`src/verilog/gpsc_pkg.sv`:
```
package gpsc_pkg;

    localparam int unsigned GPSC_NUM_PINS = 7;
    localparam int unsigned GPSC_ADDR_W   = 8;
    localparam int unsigned GPSC_DATA_W   = 8;

    // register offsets
    localparam logic [7:0] GPSC_PIN_LEVEL_STATUS_OFS  = 8'h0e;
    localparam logic [7:0] GPSC_PIN_INPUT_ENABLES_OFS = 8'h0f;
    localparam logic [7:0] GPSC_PIN0_DRIVE_CONTROL_OFS = 8'h10;
    localparam logic [7:0] GPSC_PIN1_DRIVE_CONTROL_OFS = 8'h11;
    localparam logic [7:0] GPSC_PIN2_DRIVE_CONTROL_OFS = 8'h12;
    localparam logic [7:0] GPSC_PIN3_DRIVE_CONTROL_OFS = 8'h13;
    localparam logic [7:0] GPSC_PIN4_DRIVE_CONTROL_OFS = 8'h14;
    localparam logic [7:0] GPSC_PIN5_DRIVE_CONTROL_OFS = 8'h15;
    localparam logic [7:0] GPSC_PIN6_DRIVE_CONTROL_OFS = 8'h16;

    // drive-control field positions
    localparam int unsigned GPSC_DRV_ALLOW_BIT  = 0;
    localparam int unsigned GPSC_DRV_LEVEL_BIT  = 1;
    localparam int unsigned GPSC_DRV_ORIGIN_LSB = 2;
    localparam int unsigned GPSC_DRV_ORIGIN_MSB = 4;
    localparam int unsigned GPSC_DRV_CHOICE_LSB = 5;
    localparam int unsigned GPSC_DRV_CHOICE_MSB = 7;

    // origin/choice pair that selects the register-held level
    localparam logic [2:0] GPSC_ORIGIN_REGISTER = 3'h4;
    localparam logic [2:0] GPSC_CHOICE_REGISTER = 3'h0;

    // reset values
    localparam logic [6:0] GPSC_INPUT_ALLOW_RESET   = 7'h7f;
    localparam logic [7:0] GPSC_DRIVE_CONTROL_RESET = 8'h00;

endpackage : gpsc_pkg

```
`src/verilog/gpsc_gpio_pins.sv`:
```
// Notes on behaviour
// - read-only seven-bit status returns live pin levels at read time, gated by input allow (a disabled pin reads zero).
// - pin n level appears in status bit n.
// - one input-allow bit per pin, bits 6..0, resets to enabled.
// - bits 4..2 of drive control pick the output data origin.
// - bits 7..5 of drive control pick the data the origin delivers.
// - origin 100 with choice 000 drives the register-held level bit 1.
// - every drive-control field resets to zero, drivers off.
// - pins 0..6 have identical drive-control registers at 0x10..0x16.
`timescale 1ns/1ps

// input side of one pin: its input allow bit and the gated level it reports
module gpsc_pin_sense #(
    parameter int unsigned PIN_INDEX = 0
) (
    input  wire logic i_clock,
    input  wire logic i_resetn,
    input  wire logic i_allow_hit,
    input  wire logic i_allow_wdata,
    input  wire logic i_pin,
    output logic      o_input_allow,
    output logic      o_live_level
);

    logic input_allow_reg;
    logic input_allow_next;

    assign input_allow_next = i_allow_hit ? i_allow_wdata : input_allow_reg;

    always_ff @(posedge i_clock or negedge i_resetn) begin
        if (!i_resetn) begin
            input_allow_reg <= gpsc_pkg::GPSC_INPUT_ALLOW_RESET[PIN_INDEX];
        end else begin
            input_allow_reg <= input_allow_next;
        end
    end

    // a disabled input reports zero rather than whatever floats on the pad
    assign o_live_level  = i_pin & input_allow_reg;
    assign o_input_allow = input_allow_reg;

endmodule : gpsc_pin_sense

// output side of one pin: its drive-control byte and the pad it steers
module gpsc_pin_drive (
    input  wire logic       i_clock,
    input  wire logic       i_resetn,
    input  wire logic       i_drive_hit,
    input  wire logic [7:0] i_wdata,
    input  wire logic       i_origin_data,
    output logic      [7:0] o_control,
    output logic            o_pin,
    output logic            o_pin_oe
);

    logic      [7:0] control_reg;
    logic      [7:0] control_next;
    wire logic [2:0] origin;
    wire logic [2:0] choice;
    wire logic       level;
    wire logic       allow;
    wire logic       use_level;
    wire logic       drive_value;

    // a write replaces the whole byte; every bit of it is software-owned
    assign control_next = i_drive_hit ? i_wdata : control_reg;

    always_ff @(posedge i_clock or negedge i_resetn) begin
        if (!i_resetn) begin
            control_reg <= gpsc_pkg::GPSC_DRIVE_CONTROL_RESET;
        end else begin
            control_reg <= control_next;
        end
    end

    assign origin      = control_reg[gpsc_pkg::GPSC_DRV_ORIGIN_MSB:
                                     gpsc_pkg::GPSC_DRV_ORIGIN_LSB];
    assign choice      = control_reg[gpsc_pkg::GPSC_DRV_CHOICE_MSB:
                                     gpsc_pkg::GPSC_DRV_CHOICE_LSB];
    assign level       = control_reg[gpsc_pkg::GPSC_DRV_LEVEL_BIT];
    assign allow       = control_reg[gpsc_pkg::GPSC_DRV_ALLOW_BIT];
    assign use_level   = (origin == gpsc_pkg::GPSC_ORIGIN_REGISTER) &&
                         (choice == gpsc_pkg::GPSC_CHOICE_REGISTER);
    // other origins are not built here; they arrive from outside on i_origin_data
    assign drive_value = use_level ? level : i_origin_data;

    // value held low while released, so nothing stale shows on the pad
    assign o_pin     = allow & drive_value;
    // no interlock with input allow: software keeps the two exclusive
    assign o_pin_oe  = allow;
    assign o_control = control_reg;

endmodule : gpsc_pin_drive

// register front end: decodes the byte address and routes strobes to the pin slices
module gpsc_gpio_pins (
    input  wire logic        i_clock,
    input  wire logic        i_resetn,
    input  wire logic [7:0]  i_addr,
    input  wire logic [7:0]  i_wdata,
    input  wire logic        i_write,
    input  wire logic        i_read,
    output logic      [7:0]  o_rdata,
    input  wire logic [6:0]  i_pin,
    output logic      [6:0]  o_pin,
    output logic      [6:0]  o_pin_oe,
    input  wire logic [6:0]  i_origin_data,
    output logic      [6:0]  o_pin_level_readback
);

    logic      [7:0] rdata_reg;
    logic      [7:0] rdata_next;
    wire logic [7:0] drive_control [0:6];
    wire logic [6:0] input_allow;
    wire logic [6:0] live_level;
    wire logic       sel_status;
    wire logic       sel_inen;
    wire logic [6:0] sel_drive;
    wire logic       sel_any_drive;
    wire logic       inen_hit;
    wire logic [6:0] inen_wdata;
    wire logic [6:0] drive_hit;
    wire logic [7:0] status_byte;
    wire logic [7:0] inen_byte;
    wire logic [7:0] drive_read [0:6];
    wire logic [7:0] drive_byte;
    wire logic [7:0] unmapped_byte;
    wire logic [7:0] rd_mux;

    // one named select per register; anything else decodes to nothing
    assign sel_status    = (i_addr == gpsc_pkg::GPSC_PIN_LEVEL_STATUS_OFS);
    assign sel_inen      = (i_addr == gpsc_pkg::GPSC_PIN_INPUT_ENABLES_OFS);
    assign sel_drive[0]  = (i_addr == gpsc_pkg::GPSC_PIN0_DRIVE_CONTROL_OFS);
    assign sel_drive[1]  = (i_addr == gpsc_pkg::GPSC_PIN1_DRIVE_CONTROL_OFS);
    assign sel_drive[2]  = (i_addr == gpsc_pkg::GPSC_PIN2_DRIVE_CONTROL_OFS);
    assign sel_drive[3]  = (i_addr == gpsc_pkg::GPSC_PIN3_DRIVE_CONTROL_OFS);
    assign sel_drive[4]  = (i_addr == gpsc_pkg::GPSC_PIN4_DRIVE_CONTROL_OFS);
    assign sel_drive[5]  = (i_addr == gpsc_pkg::GPSC_PIN5_DRIVE_CONTROL_OFS);
    assign sel_drive[6]  = (i_addr == gpsc_pkg::GPSC_PIN6_DRIVE_CONTROL_OFS);
    assign sel_any_drive = |sel_drive;

    // status has no write hit at all, so writes to it are dropped
    assign inen_hit      = i_write && sel_inen;
    assign drive_hit     = {7{i_write}} & sel_drive;
    assign inen_wdata    = i_wdata[6:0];

    // reserved bit 7 of status and input enables always reads zero
    assign status_byte   = {1'b0, live_level};
    assign inen_byte     = {1'b0, input_allow};
    assign drive_read[0] = sel_drive[0] ? drive_control[0] : 8'h00;
    assign drive_read[1] = sel_drive[1] ? drive_control[1] : 8'h00;
    assign drive_read[2] = sel_drive[2] ? drive_control[2] : 8'h00;
    assign drive_read[3] = sel_drive[3] ? drive_control[3] : 8'h00;
    assign drive_read[4] = sel_drive[4] ? drive_control[4] : 8'h00;
    assign drive_read[5] = sel_drive[5] ? drive_control[5] : 8'h00;
    assign drive_read[6] = sel_drive[6] ? drive_control[6] : 8'h00;
    // selects are one-hot, so the drive bytes can simply be ORed
    assign drive_byte    = drive_read[0] | drive_read[1] | drive_read[2] |
                           drive_read[3] | drive_read[4] | drive_read[5] |
                           drive_read[6];
    assign unmapped_byte = 8'h00;
    assign rd_mux        = sel_status    ? status_byte :
                           sel_inen      ? inen_byte :
                           sel_any_drive ? drive_byte :
                                           unmapped_byte;
    // data stands for the one cycle after the strobe only, zero elsewhere
    assign rdata_next    = i_read ? rd_mux : 8'h00;

    always_ff @(posedge i_clock or negedge i_resetn) begin
        if (!i_resetn) begin
            rdata_reg <= 8'h00;
        end else begin
            rdata_reg <= rdata_next;
        end
    end

    assign o_rdata              = rdata_reg;
    assign o_pin_level_readback = live_level;

    // input side, one slice per pin
    gpsc_pin_sense #(
        .PIN_INDEX(0)
    ) u_sense0 (
        .i_clock       (i_clock),
        .i_resetn      (i_resetn),
        .i_allow_hit   (inen_hit),
        .i_allow_wdata (inen_wdata[0]),
        .i_pin         (i_pin[0]),
        .o_input_allow (input_allow[0]),
        .o_live_level  (live_level[0])
    );

    gpsc_pin_sense #(
        .PIN_INDEX(1)
    ) u_sense1 (
        .i_clock       (i_clock),
        .i_resetn      (i_resetn),
        .i_allow_hit   (inen_hit),
        .i_allow_wdata (inen_wdata[1]),
        .i_pin         (i_pin[1]),
        .o_input_allow (input_allow[1]),
        .o_live_level  (live_level[1])
    );

    gpsc_pin_sense #(
        .PIN_INDEX(2)
    ) u_sense2 (
        .i_clock       (i_clock),
        .i_resetn      (i_resetn),
        .i_allow_hit   (inen_hit),
        .i_allow_wdata (inen_wdata[2]),
        .i_pin         (i_pin[2]),
        .o_input_allow (input_allow[2]),
        .o_live_level  (live_level[2])
    );

    gpsc_pin_sense #(
        .PIN_INDEX(3)
    ) u_sense3 (
        .i_clock       (i_clock),
        .i_resetn      (i_resetn),
        .i_allow_hit   (inen_hit),
        .i_allow_wdata (inen_wdata[3]),
        .i_pin         (i_pin[3]),
        .o_input_allow (input_allow[3]),
        .o_live_level  (live_level[3])
    );

    gpsc_pin_sense #(
        .PIN_INDEX(4)
    ) u_sense4 (
        .i_clock       (i_clock),
        .i_resetn      (i_resetn),
        .i_allow_hit   (inen_hit),
        .i_allow_wdata (inen_wdata[4]),
        .i_pin         (i_pin[4]),
        .o_input_allow (input_allow[4]),
        .o_live_level  (live_level[4])
    );

    gpsc_pin_sense #(
        .PIN_INDEX(5)
    ) u_sense5 (
        .i_clock       (i_clock),
        .i_resetn      (i_resetn),
        .i_allow_hit   (inen_hit),
        .i_allow_wdata (inen_wdata[5]),
        .i_pin         (i_pin[5]),
        .o_input_allow (input_allow[5]),
        .o_live_level  (live_level[5])
    );

    gpsc_pin_sense #(
        .PIN_INDEX(6)
    ) u_sense6 (
        .i_clock       (i_clock),
        .i_resetn      (i_resetn),
        .i_allow_hit   (inen_hit),
        .i_allow_wdata (inen_wdata[6]),
        .i_pin         (i_pin[6]),
        .o_input_allow (input_allow[6]),
        .o_live_level  (live_level[6])
    );

    // output side, one slice per pin
    gpsc_pin_drive u_drive0 (
        .i_clock       (i_clock),
        .i_resetn      (i_resetn),
        .i_drive_hit   (drive_hit[0]),
        .i_wdata       (i_wdata),
        .i_origin_data (i_origin_data[0]),
        .o_control     (drive_control[0]),
        .o_pin         (o_pin[0]),
        .o_pin_oe      (o_pin_oe[0])
    );

    gpsc_pin_drive u_drive1 (
        .i_clock       (i_clock),
        .i_resetn      (i_resetn),
        .i_drive_hit   (drive_hit[1]),
        .i_wdata       (i_wdata),
        .i_origin_data (i_origin_data[1]),
        .o_control     (drive_control[1]),
        .o_pin         (o_pin[1]),
        .o_pin_oe      (o_pin_oe[1])
    );

    gpsc_pin_drive u_drive2 (
        .i_clock       (i_clock),
        .i_resetn      (i_resetn),
        .i_drive_hit   (drive_hit[2]),
        .i_wdata       (i_wdata),
        .i_origin_data (i_origin_data[2]),
        .o_control     (drive_control[2]),
        .o_pin         (o_pin[2]),
        .o_pin_oe      (o_pin_oe[2])
    );

    gpsc_pin_drive u_drive3 (
        .i_clock       (i_clock),
        .i_resetn      (i_resetn),
        .i_drive_hit   (drive_hit[3]),
        .i_wdata       (i_wdata),
        .i_origin_data (i_origin_data[3]),
        .o_control     (drive_control[3]),
        .o_pin         (o_pin[3]),
        .o_pin_oe      (o_pin_oe[3])
    );

    gpsc_pin_drive u_drive4 (
        .i_clock       (i_clock),
        .i_resetn      (i_resetn),
        .i_drive_hit   (drive_hit[4]),
        .i_wdata       (i_wdata),
        .i_origin_data (i_origin_data[4]),
        .o_control     (drive_control[4]),
        .o_pin         (o_pin[4]),
        .o_pin_oe      (o_pin_oe[4])
    );

    gpsc_pin_drive u_drive5 (
        .i_clock       (i_clock),
        .i_resetn      (i_resetn),
        .i_drive_hit   (drive_hit[5]),
        .i_wdata       (i_wdata),
        .i_origin_data (i_origin_data[5]),
        .o_control     (drive_control[5]),
        .o_pin         (o_pin[5]),
        .o_pin_oe      (o_pin_oe[5])
    );

    gpsc_pin_drive u_drive6 (
        .i_clock       (i_clock),
        .i_resetn      (i_resetn),
        .i_drive_hit   (drive_hit[6]),
        .i_wdata       (i_wdata),
        .i_origin_data (i_origin_data[6]),
        .o_control     (drive_control[6]),
        .o_pin         (o_pin[6]),
        .o_pin_oe      (o_pin_oe[6])
    );

endmodule : gpsc_gpio_pins

```
`config.mk`:
```
export PLATFORM = sky130hd
export DESIGN_NAME = gpsc_gpio_pins
export DESIGN_NICKNAME = d
export VERILOG_FILES = /design/src/verilog/gpsc_pkg.sv /design/src/verilog/gpsc_gpio_pins.sv
export SDC_FILE = /design/constraint.sdc
export NUM_CORES = 1
export LEC_CHECK = 0
export ABC_CLOCK_PERIOD_IN_PS = 2000
export BUFFER_PORTS_ARGS = -buffer_cell sky130_fd_sc_hd__buf_4
export CORE_MARGIN = 1.5
export CORE_UTILIZATION = 40
export DETAILED_ROUTE_END_ITERATION = 8
export GPL_TIMING_DRIVEN = 0
export PLACE_DENSITY = 0.6
export SLEW_MARGIN = 20
export SYNTH_ARGS = -nofsm -noshare
export SYNTH_HDL_FRONTEND = slang
export SYNTH_SLANG_ARGS = --single-unit
```
`constraint.sdc`:
```
create_clock -name i_clock -period 2 [get_ports i_clock]
set_input_delay 0.1 -clock i_clock [delete_from_list [all_inputs] [get_ports i_clock]]
set_output_delay 0.1 -clock i_clock [all_outputs]
set_load 0.02 [all_outputs]
```
==> impl_metrics.csv, run 1 <==
group,metric,value,unit
synthesis,synth_seq_cells,71,
placement,place_congestion,1.01,
run_status,status,"finished clean",
sta,finalClockSkew,12.7,ps
floorplanning,dieArea,10000,um^2
synthesis,yosysWarnings,0,
floorplanning,die_h,100,um
synthesis,ys_top_cells_by_area,"dfrtp_1 42%, mux2_2 16%, mux2i_1 5.6%, dfstp_2 4.9%, buf_4 4.6%",
sta,fmax,553,MHz
sta,slew_headroom,40.1,%
sta,fin_crit_sh,90.4,%
synthesis,synth_area_leader_cell,"dfrtp_1",
setup_path,crit_required,1900,ps
clocking,path_clk_slew,80,ps
synthesis,synthTopCellsByCount,"64 x dfrtp_1, 55 x mux2_2, 23 x buf_4",
setup_path,path_delay_family,"simple AND/OR/NAND/NOR gates",
detailed_routing,routed_via_density,5.57,
power_and_ir_drop,p_leak,2.32,nW
setup_path,slowest_stage,"dfrtp_1",
global_route,grt-ovfl-total,0,
placement,io_buffers,60,
synthesis,syn_inst,300,
detailed_routing,drc,0,
finish,drive_gt1_share,50.1,%
global_route,grt-busiest-layer,"met1",
detailed_routing,drtPass1Iterations,5,
placement,hpwl,6.94,mm
detailed_routing,drt_wl_total,9.66,mm
synthesis,synthArstFlopShare,100,%
synthesis,synth_top_family_by_area,"multiplexers",
setup_path,cp_max_fo,3,
setup_path,r2r-start,"u_drive0.o_control[0]$_DFFE_PN0P_",
synthesis,synth_top_area_share,42.5,%
clocking,cts_num_sinks,71,
finish,num-nets-final,406,
global_route,globalRouteMet3Util,2.58,%
detailed_routing,dr_total_vias,2717,
clocking,post_cts_resized,0,
hold_path,hold_class,"primary input to register",
finish,final_area,4630,um^2
synthesis,synth_compound_area_share,7.36,%
global_route,met2_usage,29.7,%
setup_path,critical_path_class,"register to primary output",
clocking,cts_tree,"done",
clocking,numCtsBuffers,9,
floorplanning,start_util,41.0,%
global_route,globalRouteTotalUtil,20.3,%
setup_path,arrival,1710,ps
setup_path,worst-path-buf-inv,2,
sta,min_period,1810,ps
finish,synthToLayoutAreaGrowth,22.7,%
clocking,h-tree-depth,3,
clocking,cts_max_path_buffers,2,
hold_path,hold_path_startpoint,"i_wdata[7]",
clocking,cts-root-buf,"clkbuf_8",
floorplanning,io_pins,63,
synthesis,synth_edf_count,0,
synthesis,synth_adder_area_share,0,%
clocking,clock_latency,350,ps
setup_path,r2r_end,"o_rdata[0]$_DFF_PN0_",
detailed_routing,initialDrtViolationCount,327,
global_route,antenna_found_initial,0,
synthesis,synth_xor_area_share,0,%
finish,final_core_util,50.3,%
synthesis,ys_types,41,
run,cap_viol_max_count,0,
global_route,met1_usage,30.0,%
power_and_ir_drop,power_density,735,nW/um^2
setup_path,r2r_slack,530,ps
setup_path,crit_chain,"nor4_1 > nand3b_1 > mux2i_1 > nor2b_1 > buf_4 > buf_4",
synthesis,ys.flop_type,"dfrtp_1",
detailed_routing,ant_nets,0,
hold_path,whs_endpoint,"u_drive0.o_control[7]$_DFFE_PN0P_",
power_and_ir_drop,power.total,3.40,mW
synthesis,synth_nets,334,
detailed_routing,wire_per_inst,19.8,um
synthesis,syn_area_per_cell,12.6,um^2
sta,finalHoldViolations,0,
sta,rsz0062_at_grt,"no",
finish,nFillCells,843,
finish,num_antenna_cells,0,
global_route,first_global_vias,2662,
floorplanning,rows,35,
synthesis,yosys-mux-area-fraction,27.0,%
synthesis,yosys.area_share.simple,12.1,%
floorplanning,core-area,9200,um^2
synthesis,yosysSeqAreaShare,47.3,%
setup_path,crit_path_max_incr_delay,390,ps
setup_path,crit_path_frequent_cell,"buf_4",
floorplanning,die_w,100,um
hold_path,whs_path_depth,2,
global_route,grt_max_degree,72,
synthesis,synth.most_common_cell,"dfrtp_1",
placement,placed_area,4360,um^2
setup_path,start_kind,"register",
sta,tightest_slew,898,ps
sta,setup_viol,0,
global_route,grt_pass1_wl,15.0,mm
sta,setup_tns,0,ps
setup_path,endpoint_kind,"primary output",
setup_path,reg2reg_depth,3,
power_and_ir_drop,peakVddDrop,335,uV
sta,slew_viol_final,0,
synthesis,syn_area,3770,um^2
layout by cell type, fill, tap and decap left out, drive strengths merged, types with 5 or more instances in the layout:
| master | instances |
|---|---|
| dfstp | 7 |
| a21oi | 7 |
| nand3b | 7 |
| nand2 | 6 |
| nor2 | 13 |
| clkbuf | 15 |
| and2 | 7 |
| mux2i | 21 |
| nor4 | 7 |
| nand3 | 5 |
| buf | 89 |
| dfrtp | 64 |
| mux2 | 63 |
| a21o | 8 |
| nor2b | 10 |
through the flow:
stage                     setup slack, ps  hold slack (ps)  cells
after floorplan                       565             -196    300
after global placement                243              278    471
after detailed placement              225              282    471
after CTS                             143             59.8    488
after global routing                 61.5             75.7    488
final                                 193             75.9    488
worst reg2reg max path: stages, from the launching register on:
cell and delay, ps:
dfrtp_1 470, mux4_2 520, a21oi_1 200, o32ai_1 120
logic make-up (layout without fill, tap and decap cells):
kind of cell,Yosys count,in the layout
AO/OA/AOI/OAI,36,36
buffers and inverters,36,113
multiplexers,87,87
AND/OR/NAND/NOR,70,70
flip-flops,71,71
sequential cells by signal (all words and copies together) (netlist names):
signal                  count
u_sense5.o_input_allow      1
u_sense4.o_input_allow      1
u_drive2.o_control          8
u_drive0.o_control          8
o_rdata                     8
u_drive6.o_control          8
u_drive3.o_control          8
u_sense6.o_input_allow      1
u_sense1.o_input_allow      1
u_drive5.o_control          8
u_sense3.o_input_allow      1
u_sense0.o_input_allow      1
u_drive4.o_control          8
u_drive1.o_control          8
u_sense2.o_input_allow      1
power breakdown:
part	total (mW)	internal, mW	switching (mW)
Sequential	1.56	1.50	0.0561
Combinational	0.391	0.192	0.199
Clock	1.45	0.897	0.555
Total	3.40	2.59	0.809
worst max-delay path by stage:
| stage | start | to | slack (ps) | cells past startpoint |
|---|---|---|---|---|
| floorplan | i_addr[4] | u_drive4.o_control[0]$_DFFE_PN0P_ | 560 | 5 |
| global placement | i_addr[5] | o_rdata[2]$_DFF_PN0_ | 240 | 5 |
| detailed placement | i_addr[3] | u_drive4.o_control[7]$_DFFE_PN0P_ | 230 | 6 |
| CTS | u_drive0.o_control[6]$_DFFE_PN0P_ | o_pin[0] | 140 | 6 |
| global route | u_drive2.o_control[6]$_DFFE_PN0P_ | o_pin[2] | 60 | 6 |
| finish | u_drive5.o_control[6]$_DFFE_PN0P_ | o_pin[5] | 190 | 6 |
cell type report:
| cell class | instances | area [um^2] | share of cell area (%) |
|---|---|---|---|
| multi-input combinational | 193 | 1750 | 37.9 |
| clock inverter | 5 | 104 | 2.24 |
| inverter | 3 | 11.3 | 0.243 |
| tap | 111 | 139 | 3.00 |
| clock buffer | 11 | 151 | 3.27 |
| sequential | 71 | 1790 | 38.6 |
| timing repair buffer | 61 | 460 | 9.95 |
| buffer | 33 | 223 | 4.81 |
metal layers:
layer | wire (um) | share of wire [%]
met1 | 4520 | 47
met2 | 4390 | 45
met3 | 452 | 4.7
met4 | 296 | 3.1
met5 | 0 | 0
timing repair:
action                                 CTS  global route
setup buffers                            0             0
hold buffers                             1             0
endpoints found under the hold margin   64             0
Power figures use the tool's default switching activity.
==> run 2, diff against run 1 <==
GPL_ROUTABILITY_DRIVEN = 0   (was not set)
REMOVE_ABC_BUFFERS = 1   (was not set)
==> impl_metrics.csv, run 2 (synthesis results as in run 1) <==
group,metric,value,unit
floorplanning,rows,35,
clocking,path_clk_slew,80,ps
power_and_ir_drop,p_sw,800,uW
floorplanning,io_pins,63,
detailed_routing,drtPass1Iterations,4,
setup_path,arrival,1660,ps
power_and_ir_drop,clock_power_share,35.8,%
global_route,grt-ovfl-total,0,
power_and_ir_drop,p_leak,2.14,nW
floorplanning,dieArea,10000,um^2
sta,finalHoldViolations,0,
floorplanning,die_h,100,um
setup_path,start_kind,"register",
sta,tightest_slew,910,ps
placement,io_buffers,62,
floorplanning,core-area,9200,um^2
run_status,status,"finished clean",
global_route,globalRouteTotalUtil,19.3,%
setup_path,cp_max_fo,3,
sta,fin_crit_sh,88.1,%
sta,setup_tns,0,ps
clocking,cts_max_path_buffers,2,
detailed_routing,ant_nets,0,
detailed_routing,routed_via_density,5.67,
power_and_ir_drop,p_seq_share,52.0,%
detailed_routing,wire_per_inst,20.1,um
power_and_ir_drop,power_density,689,nW/um^2
finish,nFillCells,852,
power_and_ir_drop,p_int,2.19,mW
global_route,antenna_found_initial,0,
finish,synthToLayoutAreaGrowth,15.1,%
clocking,h-tree-depth,3,
global_route,grt_pass1_wl,14.3,mm
clocking,numCtsBuffers,9,
detailed_routing,initialDrtViolationCount,125,
sta,fmax,568,MHz
sta,min_period,1760,ps
run,cap_viol_max_count,0,
clocking,cts-root-buf,"clkbuf_8",
power_and_ir_drop,swShare,26.8,%
floorplanning,start_util,41.0,%
setup_path,crit_required,1900,ps
sta,slew_headroom,39.4,%
setup_path,endpoint_kind,"primary output",
finish,mostFrequentLayoutCells,"64 x dfrtp_1, 62 x buf_4, 55 x mux2_2",
hold_path,hold_class,"primary input to register",
sta,slew_viol_final,0,
finish,num-nets-final,375,
power_and_ir_drop,peakVddDrop,265,uV
clocking,cts_tree,"done",
power_and_ir_drop,power.total,2.99,mW
clocking,clock_latency,350,ps
global_route,first_global_vias,2497,
finish,drive_gt1_share,46.5,%
finish,layout_commonest_cell,"dfrtp_1",
detailed_routing,drt_wl_total,9.19,mm
setup_path,critical_path_class,"register to primary output",
floorplanning,die_w,100,um
finish,num_antenna_cells,0,
placement,hpwl,6.35,mm
sta,setup_viol,0,
sta,rsz0062_at_grt,"no",
sta,finalClockSkew,9.65,ps
power_and_ir_drop,comb_power_share,12.1,%
detailed_routing,dr_total_vias,2592,
clocking,cts_num_sinks,71,
global_route,grt_max_degree,72,
detailed_routing,drc,0,
## run 2: changes by cell type in the layout (fill, tap and decap cells not counted), sizes merged
cell      delta
buf         -27
bufinv       -3
clkbuf       -2
clkinvlp     +1
## run 2: path summary, 6_finish.rpt
path	startpoint	to	slack, ps	depth (start not counted)
setup / recovery	u_drive1.o_control[6]$_DFFE_PN0P_	o_pin[1]	240	5
hold / removal	i_wdata[3]	u_drive0.o_control[3]$_DFFE_PN0P_	70	2
setup reg to reg	u_drive4.o_control[0]$_DFFE_PN0P_	o_rdata[0]$_DFF_PN0_	630	3
hold reg to reg	u_drive4.o_control[7]$_DFFE_PN0P_	u_drive4.o_control[7]$_DFFE_PN0P_	530	1
max in group asynchronous	i_resetn	u_drive4.o_control[0]$_DFFE_PN0P_	990	2
min in group asynchronous	i_resetn	o_rdata[4]$_DFF_PN0_	410	2
## run 2: stage by stage
step | utilization (%) | cell area (um^2) | instances | hold WS, ps | worst slack, ps
2_1_floorplan | - | 3550 | 267 | -196 | 391
3_3_place_gp | 45.2 | 4150 | 440 | 284 | 81.5
3_5_place_dp | 45.2 | 4150 | 440 | 289 | 80.8
4_1_cts | 47.2 | 4340 | 457 | 62.2 | 182
5_1_grt | 47.2 | 4340 | 457 | 70.1 | 124
6_report | 47.2 | 4340 | 457 | 71.8 | 238
## run 2: final cells by class
type / instances / area (um^2) / share of cell area, %
Clock buffer: 13 / 159 / 3.66
Clock inverter: 3 / 17.5 / 0.404
Inverter: 3 / 11.3 / 0.259
Multi-Input combinational cell: 193 / 1750 / 40.4
Sequential cell: 71 / 1790 / 41.1
Tap cell: 111 / 139 / 3.20
Timing Repair Buffer: 63 / 475 / 11.0
## run 2: worst max-delay path, cell delays in order (launching register included)
cell and delay, ps:
dfrtp_1 400, nor4_1 360, nand3b_1 160, mux2i_1 140, nor2b_1 100, buf_4 140
## run 2: what timing repair did
| action | 4_1_cts | 5_1_grt |
|---|---|---|
| gates resized for setup | 0 | 0 |
| endpoints found under the hold margin | 64 | 0 |
| setup buffers | 0 | 0 |
| hold buffers | 1 | 0 |
## run 2: routing by layer
metal	vias up	GRT usage, %	part of all wire, %	wire, um
met2	75	27.1	44	4050
met5	-	0	0	0
met3	16	3.34	4.5	412
met1	1325	28.6	48	4430
met4	0	9.86	3.2	290
li1	1176	-	-	-
## run 2: power by group through the flow
stage	combinational [mW]	sequential, mW	clock (mW)
final	0.362	1.56	1.07
after global placement	0.360	1.58	0
after CTS	0.367	1.55	1.08
after detailed placement	0.363	1.58	0
after floorplan	0.168	1.57	0
after global routing	0.393	1.56	1.16
